$ cat src/rps_pkg.sv
// Constants for the remappable output pin-select block.
// Assumes a 32-bit APB register bus with 12-bit byte addresses.
package rps_pkg;
  localparam int NUM_OUT = 12;
  localparam int NUM_G3 = 11;
  localparam int NUM_IN = 4;
  localparam int ST_W = 3;
  localparam int SHW = (NUM_OUT + NUM_IN) * 8;

  // Byte addresses, one aligned word each
  localparam logic [11:0] OUT_SEL_BASE = 12'h000;
  localparam logic [11:0] OUT_SEL_END = 12'h030;
  localparam logic [11:0] IN_SEL_BASE = 12'h030;
  localparam logic [11:0] IN_SEL_END = 12'h040;
  localparam logic [11:0] CTRL_ADDR = 12'h040;
  localparam logic [11:0] FUSE_ADDR = 12'h044;
  localparam logic [11:0] STATUS_ADDR = 12'h048;
  localparam logic [11:0] MASK_ADDR = 12'h04C;

  localparam int LOCK_BIT = 6;
  localparam int FUSE_BIT = 0;
  localparam logic [7:0] SEL_RESET = 8'h00;
  localparam logic LOCK_RESET = 1'b0;

  // Codes that select a real peripheral, one bit per code
  localparam logic [15:0] G2_VALID = 16'h67FE;
  localparam logic [15:0] G3_VALID = 16'h63FE;

  // Sticky status bits
  localparam int ST_MISMATCH = 0;
  localparam int ST_LOCKED_WR = 1;
  localparam int ST_UNLOCK_REFUSED = 2;
endpackage

$ cat src/rps_out_mux.sv
// One pin of the output crossbar: code to peripheral signal.
// Assumes code bit k of VALID marks a code with a real peripheral.
`timescale 1ns/1ns
module rps_out_mux #(
  parameter logic [15:0] VALID = 16'h0000
) (
  input wire logic [3:0] code_i,
  input wire logic [15:0] sig_i,
  output logic own_o,
  output logic data_o
);
  // Disabled, unused and reserved codes leave the pin to its port
  assign own_o = VALID[code_i];
  assign data_o = VALID[code_i] & sig_i[code_i];
endmodule

$ cat src/rps_shadow.sv
// Shadow copy of all mapping registers and its comparator.
// Assumes load_i marks every legitimate update with its new value.
`timescale 1ns/1ns
module rps_shadow import rps_pkg::*; #(
  parameter int W = SHW
) (
  input wire logic clk_i,
  input wire logic srst_i,
  input wire logic load_i,
  input wire logic [W-1:0] next_i,
  input wire logic [W-1:0] live_i,
  output logic mismatch_o
);
  typedef struct packed {
    logic [W-1:0] copy;
  } rps_shadow_type;

  rps_shadow_type s_q, s_d;

  always_comb begin
    s_d = s_q;
    if (load_i) begin
      s_d.copy = next_i;
    end
  end

  always_ff @(posedge clk_i) begin
    if (srst_i) begin
      s_q <= '0;
    end else begin
      s_q <= s_d;
    end
  end

  // Any change not made through a legal write shows up here
  assign mismatch_o = (s_q.copy != live_i);
endmodule

$ cat src/rps_pin_select.sv
// Remappable output pin-select crossbar with mapping lock and shadow check.
// Assumes an APB master, peripherals and pads on the same clock.
//
// Functional notes
// - Pins 4n+2 take their code from bits 3:0 of the shared select register.
// - Group 4n+2 codes 1 to A, D and E pick the listed peripheral outputs.
// - Input and output mapping of a two-way signal may name different pins.
// - No interlock between mapping registers; conflicts are stored as written.
// - Mapping registers are compared with a shadow; a mismatch raises reset.
// - With the one-way fuse set, a set lock bit cannot be cleared.
// - The fuse reads set when unprogrammed; cleared it allows relocking.
// - The lock bit is clear after reset.
`timescale 1ns/1ns
module rps_pin_select import rps_pkg::*; (
  input wire logic clk_i,
  input wire logic srst_i,
  input wire logic psel_i,
  input wire logic penable_i,
  input wire logic pwrite_i,
  input wire logic [11:0] paddr_i,
  input wire logic [31:0] pwdata_i,
  output logic pready_o,
  output logic [31:0] prdata_o,
  output logic pslverr_o,
  input wire logic [7:0] config_byte_5_high_i,
  input wire logic uart1_tx_clock_i,
  input wire logic uart2_rx_data_i,
  input wire logic uart3_baud_clock_i,
  input wire logic uart4_baud_clock_i,
  input wire logic spi2_serial_clock_i,
  input wire logic pwm1_output_b_i,
  input wire logic pwm2_output_b_i,
  input wire logic enh_ccp3_output_a_i,
  input wire logic capcmp6_output_i,
  input wire logic capcmp10_output_i,
  input wire logic virtual_pin_2_i,
  input wire logic virtual_pin_6_i,
  input wire logic uart1_rx_data_i,
  input wire logic uart2_tx_clock_i,
  input wire logic spi1_serial_clock_i,
  input wire logic enh_ccp1_output_a_i,
  input wire logic enh_ccp2_output_a_i,
  input wire logic pwm3_output_d_i,
  input wire logic modulator_output_i,
  input wire logic capcmp4_output_i,
  input wire logic comparator3_output_i,
  input wire logic virtual_pin_3_i,
  input wire logic virtual_pin_7_i,
  output logic [NUM_OUT-1:0] g2_pin_data_o,
  output logic [NUM_OUT-1:0] g2_pin_periph_o,
  output logic [NUM_G3-1:0] g3_pin_data_o,
  output logic [NUM_G3-1:0] g3_pin_periph_o,
  output logic [NUM_IN*8-1:0] in_sel_o,
  output logic mapping_lock_o,
  output logic cfg_mismatch_rst_o,
  output logic irq_o
);
  typedef struct packed {
    logic [NUM_OUT-1:0][7:0] out_sel;
    logic [NUM_IN-1:0][7:0] in_sel;
    logic lock;
    logic [ST_W-1:0] status;
    logic [ST_W-1:0] mask;
    logic [31:0] rdata;
    logic rerr;
    logic [NUM_OUT-1:0] g2_data;
    logic [NUM_OUT-1:0] g2_own;
    logic [NUM_G3-1:0] g3_data;
    logic [NUM_G3-1:0] g3_own;
    logic mism;
  } rps_state_type;

  rps_state_type s_q, s_d;

  logic [15:0] g2_sig, g3_sig;
  logic [NUM_OUT-1:0] g2_own, g2_data;
  logic [NUM_G3-1:0] g3_own, g3_data;
  logic fuse_one_way;
  logic wr_acc, map_load, mismatch;
  logic [ST_W-1:0] ev;
  logic [SHW-1:0] live_flat, next_flat;

  function automatic logic is_out(input logic [11:0] a);
    return (a[1:0] == 2'b00) && (a >= OUT_SEL_BASE) && (a < OUT_SEL_END);
  endfunction

  function automatic logic is_in(input logic [11:0] a);
    return (a[1:0] == 2'b00) && (a >= IN_SEL_BASE) && (a < IN_SEL_END);
  endfunction

  function automatic logic addr_ok(input logic [11:0] a);
    return is_out(a) || is_in(a) || a == CTRL_ADDR || a == FUSE_ADDR ||
      a == STATUS_ADDR || a == MASK_ADDR;
  endfunction

  function automatic logic [3:0] word_idx(input logic [11:0] a, input logic [11:0] base);
    logic [11:0] off;
    off = a - base;
    return off[5:2];
  endfunction

  // Peripheral outputs placed at the bit of their select code
  assign g2_sig = {1'b0, virtual_pin_6_i, virtual_pin_2_i, 2'b00, capcmp10_output_i,
    capcmp6_output_i, enh_ccp3_output_a_i, pwm2_output_b_i, pwm1_output_b_i,
    spi2_serial_clock_i, uart4_baud_clock_i, uart3_baud_clock_i, uart2_rx_data_i,
    uart1_tx_clock_i, 1'b0};
  assign g3_sig = {1'b0, virtual_pin_7_i, virtual_pin_3_i, 3'b000, comparator3_output_i,
    capcmp4_output_i, modulator_output_i, pwm3_output_d_i, enh_ccp2_output_a_i,
    enh_ccp1_output_a_i, spi1_serial_clock_i, uart2_tx_clock_i, uart1_rx_data_i,
    1'b0};

  for (genvar i = 0; i < NUM_OUT; i++) begin : g_g2
    rps_out_mux #(.VALID(G2_VALID)) u_mux (
      .code_i(s_q.out_sel[i][3:0]),
      .sig_i(g2_sig),
      .own_o(g2_own[i]),
      .data_o(g2_data[i])
    );
  end

  for (genvar i = 0; i < NUM_G3; i++) begin : g_g3
    rps_out_mux #(.VALID(G3_VALID)) u_mux (
      .code_i(s_q.out_sel[i][7:4]),
      .sig_i(g3_sig),
      .own_o(g3_own[i]),
      .data_o(g3_data[i])
    );
  end

  // Unprogrammed fuse reads as one: one lock session only
  assign fuse_one_way = config_byte_5_high_i[FUSE_BIT];
  assign wr_acc = psel_i && penable_i && pwrite_i && addr_ok(paddr_i);
  assign live_flat = {s_q.in_sel, s_q.out_sel};
  assign next_flat = {s_d.in_sel, s_d.out_sel};

  rps_shadow #(.W(SHW)) u_shadow (
    .clk_i(clk_i),
    .srst_i(srst_i),
    .load_i(map_load),
    .next_i(next_flat),
    .live_i(live_flat),
    .mismatch_o(mismatch)
  );

  always_comb begin
    s_d = s_q;
    ev = '0;
    map_load = 1'b0;
    // Registered pin drive keeps glitches off the pads
    s_d.g2_data = g2_data;
    s_d.g2_own = g2_own;
    s_d.g3_data = g3_data;
    s_d.g3_own = g3_own;
    s_d.mism = mismatch;
    ev[ST_MISMATCH] = mismatch;
    if (psel_i && !penable_i) begin
      s_d.rerr = !addr_ok(paddr_i);
      s_d.rdata = '0;
      if (is_out(paddr_i)) begin
        s_d.rdata[7:0] = s_q.out_sel[word_idx(paddr_i, OUT_SEL_BASE)];
      end else if (is_in(paddr_i)) begin
        s_d.rdata[7:0] = s_q.in_sel[2'(word_idx(paddr_i, IN_SEL_BASE))];
      end else if (paddr_i == CTRL_ADDR) begin
        s_d.rdata[LOCK_BIT] = s_q.lock;
      end else if (paddr_i == FUSE_ADDR) begin
        s_d.rdata[7:0] = config_byte_5_high_i;
      end else if (paddr_i == STATUS_ADDR) begin
        s_d.rdata[ST_W-1:0] = s_q.status;
      end else if (paddr_i == MASK_ADDR) begin
        s_d.rdata[ST_W-1:0] = s_q.mask;
      end
    end
    if (wr_acc) begin
      if (is_out(paddr_i) || is_in(paddr_i)) begin
        if (s_q.lock) begin
          ev[ST_LOCKED_WR] = 1'b1;
        end else if (is_out(paddr_i)) begin
          // Stored as written, even if another pin has the same code
          s_d.out_sel[word_idx(paddr_i, OUT_SEL_BASE)] = pwdata_i[7:0];
          map_load = 1'b1;
        end else begin
          // Input side is independent of the output side
          s_d.in_sel[2'(word_idx(paddr_i, IN_SEL_BASE))] = pwdata_i[7:0];
          map_load = 1'b1;
        end
      end else if (paddr_i == CTRL_ADDR) begin
        if (s_q.lock && !pwdata_i[LOCK_BIT] && fuse_one_way) begin
          ev[ST_UNLOCK_REFUSED] = 1'b1;
        end else begin
          s_d.lock = pwdata_i[LOCK_BIT];
        end
      end else if (paddr_i == MASK_ADDR) begin
        s_d.mask = pwdata_i[ST_W-1:0];
      end
    end
    // Write one clears; a same-cycle event wins
    if (wr_acc && paddr_i == STATUS_ADDR) begin
      s_d.status = s_q.status & ~pwdata_i[ST_W-1:0];
    end
    s_d.status = s_d.status | ev;
  end

  always_ff @(posedge clk_i) begin
    if (srst_i) begin
      s_q <= '0;
      s_q.out_sel <= {NUM_OUT{SEL_RESET}};
      s_q.in_sel <= {NUM_IN{SEL_RESET}};
      s_q.lock <= LOCK_RESET;
    end else begin
      s_q <= s_d;
    end
  end

  assign pready_o = 1'b1;
  assign prdata_o = s_q.rdata;
  assign pslverr_o = psel_i && penable_i && s_q.rerr;
  assign g2_pin_data_o = s_q.g2_data;
  assign g2_pin_periph_o = s_q.g2_own;
  assign g3_pin_data_o = s_q.g3_data;
  assign g3_pin_periph_o = s_q.g3_own;
  assign in_sel_o = s_q.in_sel;
  assign mapping_lock_o = s_q.lock;
  assign cfg_mismatch_rst_o = s_q.mism;
  assign irq_o = |(s_q.status & s_q.mask);
endmodule

$ cat config.mk
export PLATFORM = sky130hd
export DESIGN_NAME = rps_pin_select
export DESIGN_NICKNAME = d
export VERILOG_FILES = /design/src/rps_pkg.sv /design/src/rps_out_mux.sv /design/src/rps_shadow.sv /design/src/rps_pin_select.sv
export SDC_FILE = /design/constraint.sdc
export NUM_CORES = 1
export LEC_CHECK = 0
export BUFFER_PORTS_ARGS = -buffer_cell sky130_fd_sc_hd__buf_2
export CORE_UTILIZATION = 50
export DETAILED_ROUTE_END_ITERATION = 6
export GPL_ROUTABILITY_DRIVEN = 0
export GPL_TIMING_DRIVEN = 0
export PLACE_DENSITY = 0.77
export SYNTH_ARGS = -nofsm -noshare
export SYNTH_HDL_FRONTEND = slang
export SYNTH_SLANG_ARGS = --single-unit
export TNS_END_PERCENT = 50
$ cat constraint.sdc
create_clock -name clk_i -period 6.55 [get_ports clk_i]
set_clock_uncertainty 0.15 [all_clocks]
set_input_delay 0.3275 -clock clk_i [delete_from_list [all_inputs] [get_ports clk_i]]
set_output_delay 0.3275 -clock clk_i [all_outputs]
set_load 0.1 [all_outputs]
==> flow_summary.ini <==
[status]
status = completed

[timing]
tightest_slew_ns = 1.235
slew_headroom_pct = 17.64
setup_viol = 0
drv_slew = 0
fmax_mhz = 281.9
finalHoldViolCount = 0
min_period_ns = 3.547
rsz0062_at_grt = false
finalSetupTns_ns = 0
finalCritPeriodShare_pct = 54.15
timing.hold.ws_ns = 0.02171

[drt]
wl_per_cell_um = 23.74
vias = 17580
wirelength_mm = 67.15
ant_nets = 0
drt_pass1_iterations = 5
vias_per_cell = 6.213
drt_iter0_markers = 2181
post-route-drc-count = 0

[final_layout]
syn_to_final_growth_pct = 13.98
fin_area_sq_um = 21830
drive_gt1_share_pct = 20.07
fin_util_pct = 57.95
nets = 2404

[grt]
antenna_found_initial = 1
grt_pass1_vias = 16350
grt_use_total_pct = 33.75
grt_overflow = 0
grt_max_degree = 14
grt_pass1_wl_mm = 98.72

[yosys]
synth_edf_count = 0
synth_cell_type_count = 67
synth_seq_cells = 342
async_flop_share_pct = 0
yosysSeqAreaShare_pct = 35.76
yosys_warnings = 0
postSynthCellCount = 2085
synth_area_sq_um = 19150
synthFlopType = dfxtp_1
syn_area_per_cell_sq_um = 9.184

[setup_path]
cp_slowest_cell = nor3_2
r2r_end = g_g2[10].u_mux.own_o
r2r-start = mapping_lock_o
crit_chain = nor2_1 -> nand3_4 -> nor3_2 -> buf_4 -> mux2i_1 -> nor2_1 -> ha_1 -> inv_1 -> mux2i_1 -> a22oi_1
critPathBufInv = 2
worstSetupStartpointType = flop
crit_family = simple AND/OR/NAND/NOR gates
crit_type = flop to flop
critPathMaxStageDelay_ns = 0.84
arrival_ns = 3.83
worstPathMaxFanout = 10
cp.required_ns = 6.83
endpoint_kind = flop
reg2regPathDepth = 10
r2r_slack_ns = 3.00

[clock_network]
clock_latency_ns = 0.56
cts_inserted_buffers = 38
cts_tree = yes
cts_setup_buffers = 0
clkSinkCount = 342
clk_pin_slew_worst_paths_ns = 0.06
clockBufferDepth = 3
clockRootBuffer = clkbuf_16
htreeDepth = 2

[power]
p_int_mw = 3.418
p_per_area_nw_per_um2 = 211.0
clkPwrFrac_pct = 47.6
leakagePower_nw = 8.074
total_power_mw = 4.606
sw_frac_of_total_pct = 25.79
ir_drop_uv = 179.3
power_frac_comb_pct = 7.2
switchingPower_mw = 1.188
seq_power_share_pct = 45.2

[placed_design]
post-dp-hpwl_mm = 50.07
place_area_sq_um = 20570
port_buffers = 140

[die]
core_area_sq_um = 37670
dieArea_sq_um = 39080
fp-row-count = 71
pin_count = 195
start_util_pct = 50.84
fp.dieH_um = 197.7
die_w_um = 197.7

[worst_hold_path]
min_to = prdata_o[3]
worstHoldStart = config_byte_5_high_i[3]
min_path_type = input port to flop
hold_depth = 4

[run]
max_cap_violations = 0
## metrics by stage
step           setup slack (ns)  instances
2_1_floorplan             3.456       2108
3_3_place_gp              3.005       2759
4_1_cts                   3.358       2828
5_1_grt                   2.923       2828
6_report                  3.003       2829
3_5_place_dp              3.044       2759
## layout by cell type (no fill, tap or decap), types with 10 or more instances in the layout
cell type,netlist,layout
nand2b_1,23,23
dfxtp_1,342,342
mux2i_1,182,182
o22ai_1,14,14
clkbuf_16,0,39
buf_2,18,158
nand2_1,81,81
and2_1,18,18
ha_1,35,35
a211oi_1,137,137
nor2b_1,28,28
conb_1,2,25
mux2_2,19,19
a32oi_1,11,11
buf_4,116,116
a21oi_1,37,37
a22oi_1,17,17
nor3_1,10,10
nand4_1,29,29
o21ai_0,68,68
nor4_1,10,10
clkinv_2,0,10
nor2_1,330,330
nand3_1,11,11
nor3_4,12,12
mux4_2,70,70
inv_1,79,79
clkbuf_1,155,162
nand3b_1,14,14
xnor2_1,109,109
## power groups by stage
stage / clock network (mW) / registers [mW] / logic, mW
2_1_floorplan: 0 / 2.13 / 0.207
3_3_place_gp: 0 / 2.13 / 0.310
3_5_place_dp: 0 / 2.13 / 0.315
4_1_cts: 2.17 / 2.08 / 0.316
5_1_grt: 2.25 / 2.08 / 0.335
6_report: 2.19 / 2.08 / 0.332
## registers in the layout (all words and copies together), names as in the netlist, 12 cells and up
name              cells
in_sel_o             32
u_shadow.s_q        128
g2_pin_periph_o      12
live_flat            96
g_g2.u_mux.own_o     12
g2_pin_data_o        12
## cells by family after synthesis
| group | after synthesis | synth area share (%) |
|---|---|---|
| DFF | 342 | 35.76 |
| AOI/OAI and AO/OA | 344 | 12.47 |
| muxes | 273 | 19.00 |
| xor gates and xnor gates | 117 | 5.352 |
| adders and majority gates | 35 | 2.287 |
| and+or+nand+nor | 583 | 14.73 |
| other | 2 | 0.03922 |
| buffers and inverters | 389 | 10.37 |
## cells in the mapped netlist (29+ instances only)
| cell | number | area, sq um |
|---|---|---|
| mux4_2 | 70 | 1577 |
| inv_1 | 79 | 296.5 |
| a211oi_1 | 137 | 1028 |
| a21oi_1 | 37 | 185.2 |
| o21ai_0 | 68 | 340.3 |
| mux2i_1 | 182 | 1822 |
| clkbuf_1 | 155 | 581.8 |
| nor2_1 | 330 | 1239 |
| nand4_1 | 29 | 181.4 |
| ha_1 | 35 | 437.9 |
| dfxtp_1 | 342 | 6847 |
| buf_4 | 116 | 870.8 |
| xnor2_1 | 109 | 954.7 |
| nand2_1 | 81 | 304.0 |
## how the worst max path moves through the flow
stage / cells past startpoint / end / start / slack (ns)
after detailed placement: 12 / g_g2[10].u_mux.own_o / paddr_i[4] / 3.04
final: 10 / g_g2[10].u_mux.own_o / mapping_lock_o / 3.00
after global placement: 12 / g_g2[10].u_mux.own_o / paddr_i[4] / 3.01
after floorplan: 11 / g_g2[8].u_mux.own_o / mapping_lock_o / 3.46
after global routing: 10 / g_g2[10].u_mux.own_o / mapping_lock_o / 2.92
after CTS: 10 / g_g2[10].u_mux.own_o / mapping_lock_o / 3.36
## tightest hold or removal path, cell delays in order
cell	delay, ns
buf_2	0.09
nand2_1	0.05
a221oi_1	0.06
a21o_1	0.15
## repair_timing
| item | in CTS | in global routing |
|---|---|---|
| endpoints found under the hold margin | 2 | 0 |
| hold buffers | 1 | 0 |
| endpoints found under the setup margin | 0 | 0 |
| resized for setup | 0 | 0 |
## per-layer routing
layer	part of all wire [%]	routed length, um	track usage (%)	vias up
met4	8.4	5635	24.35	0
li1	-	-	-	7545
met1	35	23480	41.65	8263
met3	13	8845	7.494	355
met5	0	0	0	-
met2	43	29190	52.03	1414
## final cells by class
cell class                 count  area (sq um)
clock buffer                  50          1057
multi-input combinational   1377         10400
buffer                       305          1670
fill                        3228         15840
inverter                      84         315.3
tap                          511         639.4
antenna                        1         2.502
timing repair buffer         141         710.7
sequential                   342          6847
clock inverter                18         181.4
No activity file was read; power rests on OpenSTA's default activity.
